--- src/hdl/rse_pkg.sv ---
// constants and types of the receive signaling extractor
// assumes a byte-wide register map on a 32-bit classic wishbone slave
package rse_pkg;

   localparam int NUM_CHAN = 24;

   // register indices, byte address is four times the index
   localparam logic [7:0] IDX_CONFIG = 8'hd2;
   localparam logic [7:0] IDX_STATUS = 8'hd3;
   localparam logic [7:0] IDX_CONTROL = 8'hd4;
   localparam logic [7:0] IDX_DATA = 8'hd5;
   localparam logic [7:0] IDX_FLAGS_LOW = 8'hd6;
   localparam logic [7:0] IDX_FLAGS_MID = 8'hd7;
   localparam logic [7:0] IDX_FLAGS_HIGH = 8'hd8;

   // field positions
   localparam int CFG_FREEZE_BIT = 3;
   localparam int CFG_DEBOUNCE_BIT = 2;
   localparam int CFG_IRQ_BIT = 1;
   localparam int CFG_SIXTEEN_BIT = 0;
   localparam logic [7:0] CFG_MASK = 8'h0f;
   localparam int STATUS_BUSY_BIT = 0;
   localparam int CTL_DIR_BIT = 7;
   localparam int EXT_EN_BIT = 4;

   // reset values
   localparam logic [7:0] CONFIG_RESET = 8'h01;
   localparam logic [7:0] CONTROL_RESET = 8'h00;
   localparam logic [7:0] DATA_RESET = 8'h00;
   localparam logic [23:0] FLAGS_RESET = 24'h000000;
   localparam logic EXTRACT_RESET = 1'b1;
   localparam logic [3:0] NIBBLE_RESET = 4'h0;

   // indirect address range, one address per channel
   localparam logic [6:0] IND_ADDR_FIRST = 7'h01;
   localparam logic [6:0] IND_ADDR_LAST = 7'h18;

   // signaling frames within a multiframe
   localparam logic [4:0] FRAME_A = 5'h06;
   localparam logic [4:0] FRAME_B = 5'h0c;
   localparam logic [4:0] FRAME_C = 5'h12;
   localparam logic [4:0] FRAME_D = 5'h18;

   typedef enum logic [1:0]
   {
      FMT_SF = 2'h0,
      FMT_ESF = 2'h1,
      FMT_SLC96 = 2'h2,
      FMT_DM = 2'h3
   } rse_format_type;

   typedef enum logic [1:0]
   {
      ACC_IDLE = 2'b01,
      ACC_RUN = 2'b10
   } rse_acc_state_type;

endpackage

--- src/hdl/rse_code_if.sv ---
// completed signaling codeword, one channel at a time
// assumes one source (capture) and any number of channel cells
`timescale 1ns/10ps
interface rse_code_if;
   logic valid;
   logic [4:0] chan;
   logic [3:0] code;
   modport src (output valid, output chan, output code);
   modport dst (input valid, input chan, input code);
endinterface

--- src/hdl/rse_capture.sv ---
// assembles per-channel abcd codewords from the received signaling bits
// assumes the framer gives frame number 1..24 and channel 0..23 per bit
`timescale 1ns/10ps
module rse_capture
(
   input wire logic clk_i,
   input wire logic rst_i,
   input wire logic sig_valid_i,
   input wire logic [4:0] sig_chan_i,
   input wire logic [4:0] sig_frame_i,
   input wire logic sig_bit_i,
   input wire logic frame_sync_i,
   input wire rse_pkg::rse_format_type format_i,
   input wire logic sixteen_state_i,
   rse_code_if.src code
);

   typedef struct packed
   {
      logic [95:0] part;
      logic valid;
      logic [4:0] chan;
      logic [3:0] code;
   } rse_cap_state_type;

   rse_cap_state_type st_q;
   rse_cap_state_type st_d;

   always_comb
   begin
      logic [3:0] cur;
      logic [6:0] base;
      cur = 4'h0;
      base = {sig_chan_i, 2'b00};
      st_d = st_q;
      st_d.valid = 1'b0;
      // no signaling in dm, and nothing is taken while out of sync
      if (sig_valid_i && frame_sync_i && format_i != rse_pkg::FMT_DM &&
          sig_chan_i < 5'(rse_pkg::NUM_CHAN))
      begin
         cur = st_q.part[base +: 4];
         st_d.chan = sig_chan_i;
         case (sig_frame_i)
            rse_pkg::FRAME_A:
               cur[3] = sig_bit_i;
            rse_pkg::FRAME_B:
            begin
               cur[2] = sig_bit_i;
               if (format_i == rse_pkg::FMT_SF)
               begin
                  st_d.valid = 1'b1;
                  st_d.code = {cur[3], sig_bit_i, cur[3], sig_bit_i};
               end
            end
            rse_pkg::FRAME_C:
               if (sixteen_state_i)
                  cur[1] = sig_bit_i;
               else
                  cur[3] = sig_bit_i;
            rse_pkg::FRAME_D:
            begin
               if (sixteen_state_i)
                  cur[0] = sig_bit_i;
               else
                  cur[2] = sig_bit_i;
               st_d.valid = 1'b1;
               // four-state mode keeps c and d at zero, frames C and D carry a and b again
               st_d.code = sixteen_state_i ? cur : {cur[3:2], 2'b00};
            end
            default:
               cur = st_q.part[base +: 4];
         endcase
         st_d.part[base +: 4] = cur;
      end
   end

   always_ff @(posedge clk_i)
   begin
      if (rst_i)
         st_q <= '0;
      else
         st_q <= st_d;
   end

   assign code.valid = st_q.valid;
   assign code.chan = st_q.chan;
   assign code.code = st_q.code;

endmodule

--- src/hdl/rse_cell.sv ---
// one channel: extract enable, debounce, freeze and stored abcd nibble
// assumes codewords arrive at most once per cycle over rse_code_if
`timescale 1ns/10ps
module rse_cell
#(
   parameter logic [4:0] CHAN = 5'h00
)
(
   input wire logic clk_i,
   input wire logic rst_i,
   rse_code_if.dst code,
   input wire logic freeze_i,
   input wire logic debounce_i,
   input wire logic en_wr_i,
   input wire logic en_data_i,
   output logic [3:0] nibble_o,
   output logic extract_en_o,
   output logic change_o
);

   typedef struct packed
   {
      logic [3:0] nib;
      logic [3:0] prev;
      logic en;
      logic change;
   } rse_cell_state_type;

   rse_cell_state_type st_q;
   rse_cell_state_type st_d;

   always_comb
   begin
      st_d = st_q;
      st_d.change = 1'b0;
      if (en_wr_i)
         st_d.en = en_data_i;
      if (code.valid && code.chan == CHAN && st_q.en)
      begin
         // the last codeword is kept even while frozen so debounce resumes
         st_d.prev = code.code;
         if (!freeze_i && (!debounce_i || code.code == st_q.prev) &&
             code.code != st_q.nib)
         begin
            st_d.nib = code.code;
            st_d.change = 1'b1;
         end
      end
   end

   always_ff @(posedge clk_i)
   begin
      if (rst_i)
      begin
         st_q.nib <= rse_pkg::NIBBLE_RESET;
         st_q.prev <= rse_pkg::NIBBLE_RESET;
         st_q.en <= rse_pkg::EXTRACT_RESET;
         st_q.change <= 1'b0;
      end
      else
         st_q <= st_d;
   end

   assign nibble_o = st_q.nib;
   assign extract_en_o = st_q.en;
   assign change_o = st_q.change;

endmodule

--- src/hdl/rse_top.sv ---
// receive signaling extractor: wishbone registers, indirect access, flags
// assumes framer inputs share clk_i; 24 channel cells and one capture unit
`timescale 1ns/10ps
module rse_top
(
   input wire logic clk_i,
   input wire logic rst_i,
   input wire logic wb_cyc_i,
   input wire logic wb_stb_i,
   input wire logic wb_we_i,
   input wire logic [11:0] wb_adr_i,
   input wire logic [3:0] wb_sel_i,
   input wire logic [31:0] wb_dat_i,
   output logic [31:0] wb_dat_o,
   output logic wb_ack_o,
   input wire logic sig_valid_i,
   input wire logic [4:0] sig_chan_i,
   input wire logic [4:0] sig_frame_i,
   input wire logic sig_bit_i,
   input wire logic frame_sync_i,
   input wire rse_pkg::rse_format_type format_i,
   output logic irq_o
);

   typedef struct packed
   {
      logic [7:0] cfg;
      logic [7:0] ctl;
      logic [7:0] data;
      logic [23:0] flags;
      rse_pkg::rse_acc_state_type acc;
      logic ack;
      logic [31:0] rdat;
      logic irq;
   } rse_top_state_type;

   rse_top_state_type st_q;
   rse_top_state_type st_d;

   logic [3:0] nibble [rse_pkg::NUM_CHAN];
   logic [rse_pkg::NUM_CHAN-1:0] extract_en;
   logic [rse_pkg::NUM_CHAN-1:0] change;
   logic [rse_pkg::NUM_CHAN-1:0] en_wr;
   logic [6:0] ind_addr;
   logic ind_valid;
   logic [4:0] ind_chan;

   rse_code_if code_bus ();

   rse_capture u_capture
   (
      .clk_i(clk_i),
      .rst_i(rst_i),
      .sig_valid_i(sig_valid_i),
      .sig_chan_i(sig_chan_i),
      .sig_frame_i(sig_frame_i),
      .sig_bit_i(sig_bit_i),
      .frame_sync_i(frame_sync_i),
      .format_i(format_i),
      .sixteen_state_i(st_q.cfg[rse_pkg::CFG_SIXTEEN_BIT]),
      .code(code_bus.src)
   );

   // indirect address decode, shared by the read mux and enable writes
   assign ind_addr = st_q.ctl[6:0];
   assign ind_valid = ind_addr >= rse_pkg::IND_ADDR_FIRST &&
                      ind_addr <= rse_pkg::IND_ADDR_LAST;
   assign ind_chan = 5'(ind_addr - rse_pkg::IND_ADDR_FIRST);

   genvar gi;
   generate
      for (gi = 0; gi < rse_pkg::NUM_CHAN; gi++)
      begin : g_chan
         // enable bit written in the run cycle of an indirect write
         assign en_wr[gi] = st_q.acc == rse_pkg::ACC_RUN &&
                            !st_q.ctl[rse_pkg::CTL_DIR_BIT] && ind_valid &&
                            ind_chan == 5'(gi);

         rse_cell #(.CHAN(5'(gi))) u_cell
         (
            .clk_i(clk_i),
            .rst_i(rst_i),
            .code(code_bus.dst),
            .freeze_i(st_q.cfg[rse_pkg::CFG_FREEZE_BIT]),
            .debounce_i(st_q.cfg[rse_pkg::CFG_DEBOUNCE_BIT]),
            .en_wr_i(en_wr[gi]),
            .en_data_i(st_q.data[rse_pkg::EXT_EN_BIT]),
            .nibble_o(nibble[gi]),
            .extract_en_o(extract_en[gi]),
            .change_o(change[gi])
         );
      end
   endgenerate

   always_comb
   begin
      logic req;
      logic wr;
      logic hit;
      logic [7:0] idx;
      logic [7:0] rd;
      logic [23:0] clr;
      req = wb_cyc_i && wb_stb_i && !st_q.ack;
      // only byte lane 0 carries register data; other lanes are ignored
      wr = req && wb_we_i && wb_sel_i[0];
      hit = wb_adr_i[11:10] == 2'b00;
      idx = wb_adr_i[9:2];
      rd = 8'h00;
      clr = 24'h000000;
      st_d = st_q;
      st_d.ack = 1'b0;

      if (hit)
      begin
         case (idx)
            rse_pkg::IDX_CONFIG:
               rd = st_q.cfg & rse_pkg::CFG_MASK;
            rse_pkg::IDX_STATUS:
               rd[rse_pkg::STATUS_BUSY_BIT] =
                  st_q.acc != rse_pkg::ACC_IDLE;
            rse_pkg::IDX_CONTROL:
               rd = st_q.ctl;
            rse_pkg::IDX_DATA:
               rd = st_q.data;
            rse_pkg::IDX_FLAGS_LOW:
               rd = st_q.flags[7:0];
            rse_pkg::IDX_FLAGS_MID:
               rd = st_q.flags[15:8];
            rse_pkg::IDX_FLAGS_HIGH:
               rd = st_q.flags[23:16];
            default:
               rd = 8'h00;
         endcase
      end

      // unmapped addresses are acked with zero and writes dropped
      if (req)
      begin
         st_d.ack = 1'b1;
         st_d.rdat = {24'h000000, rd};
      end

      if (wr && hit)
      begin
         case (idx)
            rse_pkg::IDX_CONFIG:
               st_d.cfg = wb_dat_i[7:0] & rse_pkg::CFG_MASK;
            rse_pkg::IDX_CONTROL:
               // a request while busy is dropped, the host must wait
               if (st_q.acc == rse_pkg::ACC_IDLE)
               begin
                  st_d.ctl = wb_dat_i[7:0];
                  st_d.acc = rse_pkg::ACC_RUN;
               end
            rse_pkg::IDX_DATA:
               st_d.data = wb_dat_i[7:0];
            rse_pkg::IDX_FLAGS_LOW:
               clr[7:0] = wb_dat_i[7:0];
            rse_pkg::IDX_FLAGS_MID:
               clr[15:8] = wb_dat_i[7:0];
            rse_pkg::IDX_FLAGS_HIGH:
               clr[23:16] = wb_dat_i[7:0];
            default:
               clr = 24'h000000;
         endcase
      end

      case (st_q.acc)
         rse_pkg::ACC_IDLE:
            st_d.acc = st_d.acc;
         rse_pkg::ACC_RUN:
         begin
            if (st_q.ctl[rse_pkg::CTL_DIR_BIT])
            begin
               // out-of-range reads return zero
               st_d.data = ind_valid ?
                  {3'b000, extract_en[ind_chan], nibble[ind_chan]} :
                  8'h00;
            end
            st_d.acc = rse_pkg::ACC_IDLE;
         end
         default:
            st_d.acc = rse_pkg::ACC_IDLE;
      endcase

      // a change in the clearing cycle wins over the clear
      st_d.flags = (st_q.flags & ~clr) | change;
      st_d.irq = st_d.cfg[rse_pkg::CFG_IRQ_BIT] && (|st_d.flags);
   end

   always_ff @(posedge clk_i)
   begin
      if (rst_i)
      begin
         st_q.cfg <= rse_pkg::CONFIG_RESET;
         st_q.ctl <= rse_pkg::CONTROL_RESET;
         st_q.data <= rse_pkg::DATA_RESET;
         st_q.flags <= rse_pkg::FLAGS_RESET;
         st_q.acc <= rse_pkg::ACC_IDLE;
         st_q.ack <= 1'b0;
         st_q.rdat <= 32'h00000000;
         st_q.irq <= 1'b0;
      end
      else
         st_q <= st_d;
   end

   assign wb_dat_o = st_q.rdat;
   assign wb_ack_o = st_q.ack;
   assign irq_o = st_q.irq;

endmodule

--- config.mk ---
export PLATFORM = sky130hd
export DESIGN_NAME = rse_top
export DESIGN_NICKNAME = d
export VERILOG_FILES = /design/src/hdl/rse_pkg.sv /design/src/hdl/rse_code_if.sv /design/src/hdl/rse_capture.sv /design/src/hdl/rse_cell.sv /design/src/hdl/rse_top.sv
export SDC_FILE = /design/constraint.sdc
export NUM_CORES = 1
export LEC_CHECK = 0
export BUFFER_PORTS_ARGS = -buffer_cell sky130_fd_sc_hd__buf_2
export CAP_MARGIN = 20
export CORE_UTILIZATION = 45
export CTS_CLUSTER_DIAMETER = 120
export DETAILED_ROUTE_END_ITERATION = 10
export PLACE_DENSITY = 0.72
export SYNTH_ARGS = -nofsm -noshare
export SYNTH_HDL_FRONTEND = slang
export SYNTH_SLANG_ARGS = --single-unit
--- constraint.sdc ---
create_clock -name clk_i -period 3.7 [get_ports clk_i]
set_input_delay 0.185 -clock clk_i [delete_from_list [all_inputs] [get_ports clk_i]]
set_output_delay 0.185 -clock clk_i [all_outputs]
set_load 0.01 [all_outputs]
==> metrics <==
Max Cap Viol 0; area delta synth->final 10.6%; WP buf/inv 2; max incr delay on CP about 0.66 ns; Setup TNS 0 ns; area of the core between 40000 and 50000 um^2; vias per inst 5.79; Psw a little under 2 mW; DP HPWL roughly 33000 um; Synth Instances 2002; via count 14800; Clock Skew 0.0256 ns; die height 209 um; required time worst endpoint 4.14 ns; # rows 75; Pre-antenna DRT Iters 5; RePlAce Congestion slightly above 0.9; R2R cell count 7; Fin. Hold Viols 0; CTS buffer count 42; most used cell along the critical path mux4_2; Post-Syn Area a little under 20000 um^2; worst min path class in2reg; Power, Total 8.70 mW; final wirelength between 40000 and 50000 um; fin area 21400 um^2; Finish-stage setup viols 0; Final Net Count 2051; Hold Path Depth 4; root buffer cell clkbuf_16; FMAX 343 MHz; leak pwr around 9.5 nW; ys async rst share 0%; count of pins over their slew limit 0; Port Buf Inserts 48; crit path kind reg2reg; run status completed; residual DRC count 0; Worst-Skew Late Latency ~0.59 ns; vias in the first global route about 15000; Synth Warn # 0; Final Cycle Share about four fifths; Commonest cells post-synth dfxtp_1 (378), nor2_1 (279), mux2i_1 (245), xor2_1 (172), clkbuf_1 (119); Fillers 3708; Post-synth EDFFs 0; sequential share of power 46.9%; Antenna diodes 0; Starting DRT DRC Count 1369; count leader, synth dfxtp_1; Pint 6.72 mW; clk sink count around 380; Setup crit end kind flop; clock tree buffer depth 3; CP arrival 3.36 ns; Max VDD drop 0.000353 V; Tot GR Track Use between 20 and 25%; Final min period 2.92 ns; register area share after synthesis 39.2%; area share of the largest cell type after synthesis 39.2%; #FFs+latches synth 378; CP max FO 12; Distinct cells, synth just under 80; TritonCTS clock tree done; clock slew at reported path FFs around 0.060 ns; post-route antenna net violation count 0; ys flop type dfxtp_1; Worst-Margin Slew 0.976 ns; Worst path depth 7; initial antenna violation count 1; total I/O pin count 102; CP Cell Sequence inv_1, ha_1, buf_4, mux4_2, mux4_2, a22oi_1, o22ai_1; Clock power frac 49.7%; startpoint type of the worst setup path flop; Combinational Power Share 3.5%; Initial Utilization between 40% and 50%; grt total ovfl 0; crit-path leading delay family multiplexers; Die Wd 209 um; switching share of power 22.7%; Mean Syn Cell Area 9.65 um^2; pre-CTS setup slack approximately 0.76 ns; largest net degree at the start of global routing 173; post_cts resized 0; layout cell share with drive strength beyond 1 14.0%; first-pass GRT wire length between 70000 and 80000 um; H-tree depth 2; routed len/inst 19.3 um; die area ~44000 um^2; pwr dens 407 nW/um^2; Slew HR about a third; unrepaired setup endpoints after global routing false; Setup WS post-layout 0.781 ns; placed instance area between 15000 and 20000 um^2; leading area contributor after synthesis dfxtp_1; synth top area cells dfxtp_1 (39%), mux2i_1 (13%), xor2_1 (7.8%), mux4_2 (6.9%), nor2_1 (5.4%); slowest CP cell ha_1
## worst paths after layout
path | slack [ns] | endpoint | from
worst max register to register | 0.78 | st_q[61] | ind_addr[1]
worst min register to register | 0.46 | u_capture.st_q[43] | u_capture.st_q[43]
worst min-delay path | 0.04 | st_q[36] | wb_dat_i[0]
worst max-delay path | 0.78 | st_q[61] | ind_addr[1]
## worst register-to-register path: stages, from the launching register on
cell and delay, ns:
dfxtp_1 0.49, inv_1 0.15, ha_1 0.66, buf_4 0.32, mux4_2 0.36, mux4_2 0.51, a22oi_1 0.21, o22ai_1 0.10
## state kept, by name, summed over array words and instances (netlist names)
name,flops
u_capture.code.valid,1
g_chan.u_cell.st_q,96
st_q,39
wb_ack_o,1
g_chan.u_cell.extract_en_o,24
g_chan.u_cell.change_o,24
u_capture.st_q,72
g_chan.u_cell.nibble_o,96
u_capture.code.chan,5
ind_addr,7
wb_dat_o,8
u_capture.code.code,4
irq_o,1
## power by group through the flow
stage | Combinational (mW) | Sequential, mW | Clock [mW]
after detailed placement | 0.283 | 4.16 | 0
after global routing | 0.321 | 4.07 | 4.54
final | 0.301 | 4.07 | 4.32
after CTS | 0.293 | 4.07 | 4.39
after global placement | 0.280 | 4.16 | 0
after floorplan | 0.212 | 4.16 | 0
## final cells by class
class	instances	area [um^2]	share of cell area, %
Clock buffer	65	1290	6.02
Clock inverter	13	160	0.749
Timing Repair Buffer	101	748	3.50
Inverter	16	60.1	0.281
Tap cell	539	674	3.15
Sequential cell	378	7590	35.5
Multi-Input combinational cell	1434	10900	50.8
## routing by layer
metal	GRT usage, %	share of wire [%]	vias up
met1	29.3	44	7181
met4	9.48	3.4	2
met2	36.3	46	494
met3	3.86	5.9	114
met5	0	0.026	-
li1	-	-	6961
## cell families (layout without fill, tap and decap cells)
group                    after synthesis  count (layout)  share of synthesized area [%]
AO/OA/AOI/OAI                        200             200                           7.16
multiplexers                         315             315                           20.4
other                                  1              24                         0.0194
adder cells (fa/ha/maj)               10              10                          0.648
buffers and inverters                213             195                           5.08
AND/OR/NAND/NOR                      687             687                           18.6
XOR/XNOR                             198             198                           8.98
flip-flops                           378             378                           39.2
## metrics by stage
| stage | cells | utilization [%] | hold WS [ns] |
|---|---|---|---|
| CTS | 2545 | 50.7 | 0.00733 |
| finish | 2546 | 50.7 | 0.0372 |
| floorplan | 2025 | - | 0.329 |
| global placement | 2457 | 47.0 | 0.444 |
| global route | 2546 | 50.7 | 0.0507 |
| detailed placement | 2457 | 47.0 | 0.453 |
## what timing repair did
item,CTS,global route
setup buffers,0,0
hold endpoints to repair,19,0
hold buffers,10,0
endpoints found under the setup margin,0,0
## cell usage in the layout (no fill, tap or decap), types with 7 or more instances in the layout
cell and n:
a211oi_1 8, a21oi_1 30, a22oi_1 11, a31oi_1 10, and3_1 19, buf_2 47
buf_4 37, clkbuf_1 8, clkbuf_16 42, clkbuf_8 15, clkinv_2 7, conb_1 24
dfxtp_1 371, dlygate4sd3_1 10, ha_1 10, inv_1 16, mux2_2 9, mux2i_1 245
mux4_2 59, nand2_1 72, nand2b_1 40, nand3_1 51, nand3b_1 59, nand4_1 9
nor2_1 279, nor2b_1 22, nor3_1 21, nor4_1 35, o21ai_0 46, o22ai_1 10
o311ai_0 15, o41ai_1 21, or2_2 7, or3_1 12, or3b_2 25, xnor2_1 26
xor2_1 172
Power figures use the tool's default switching activity.
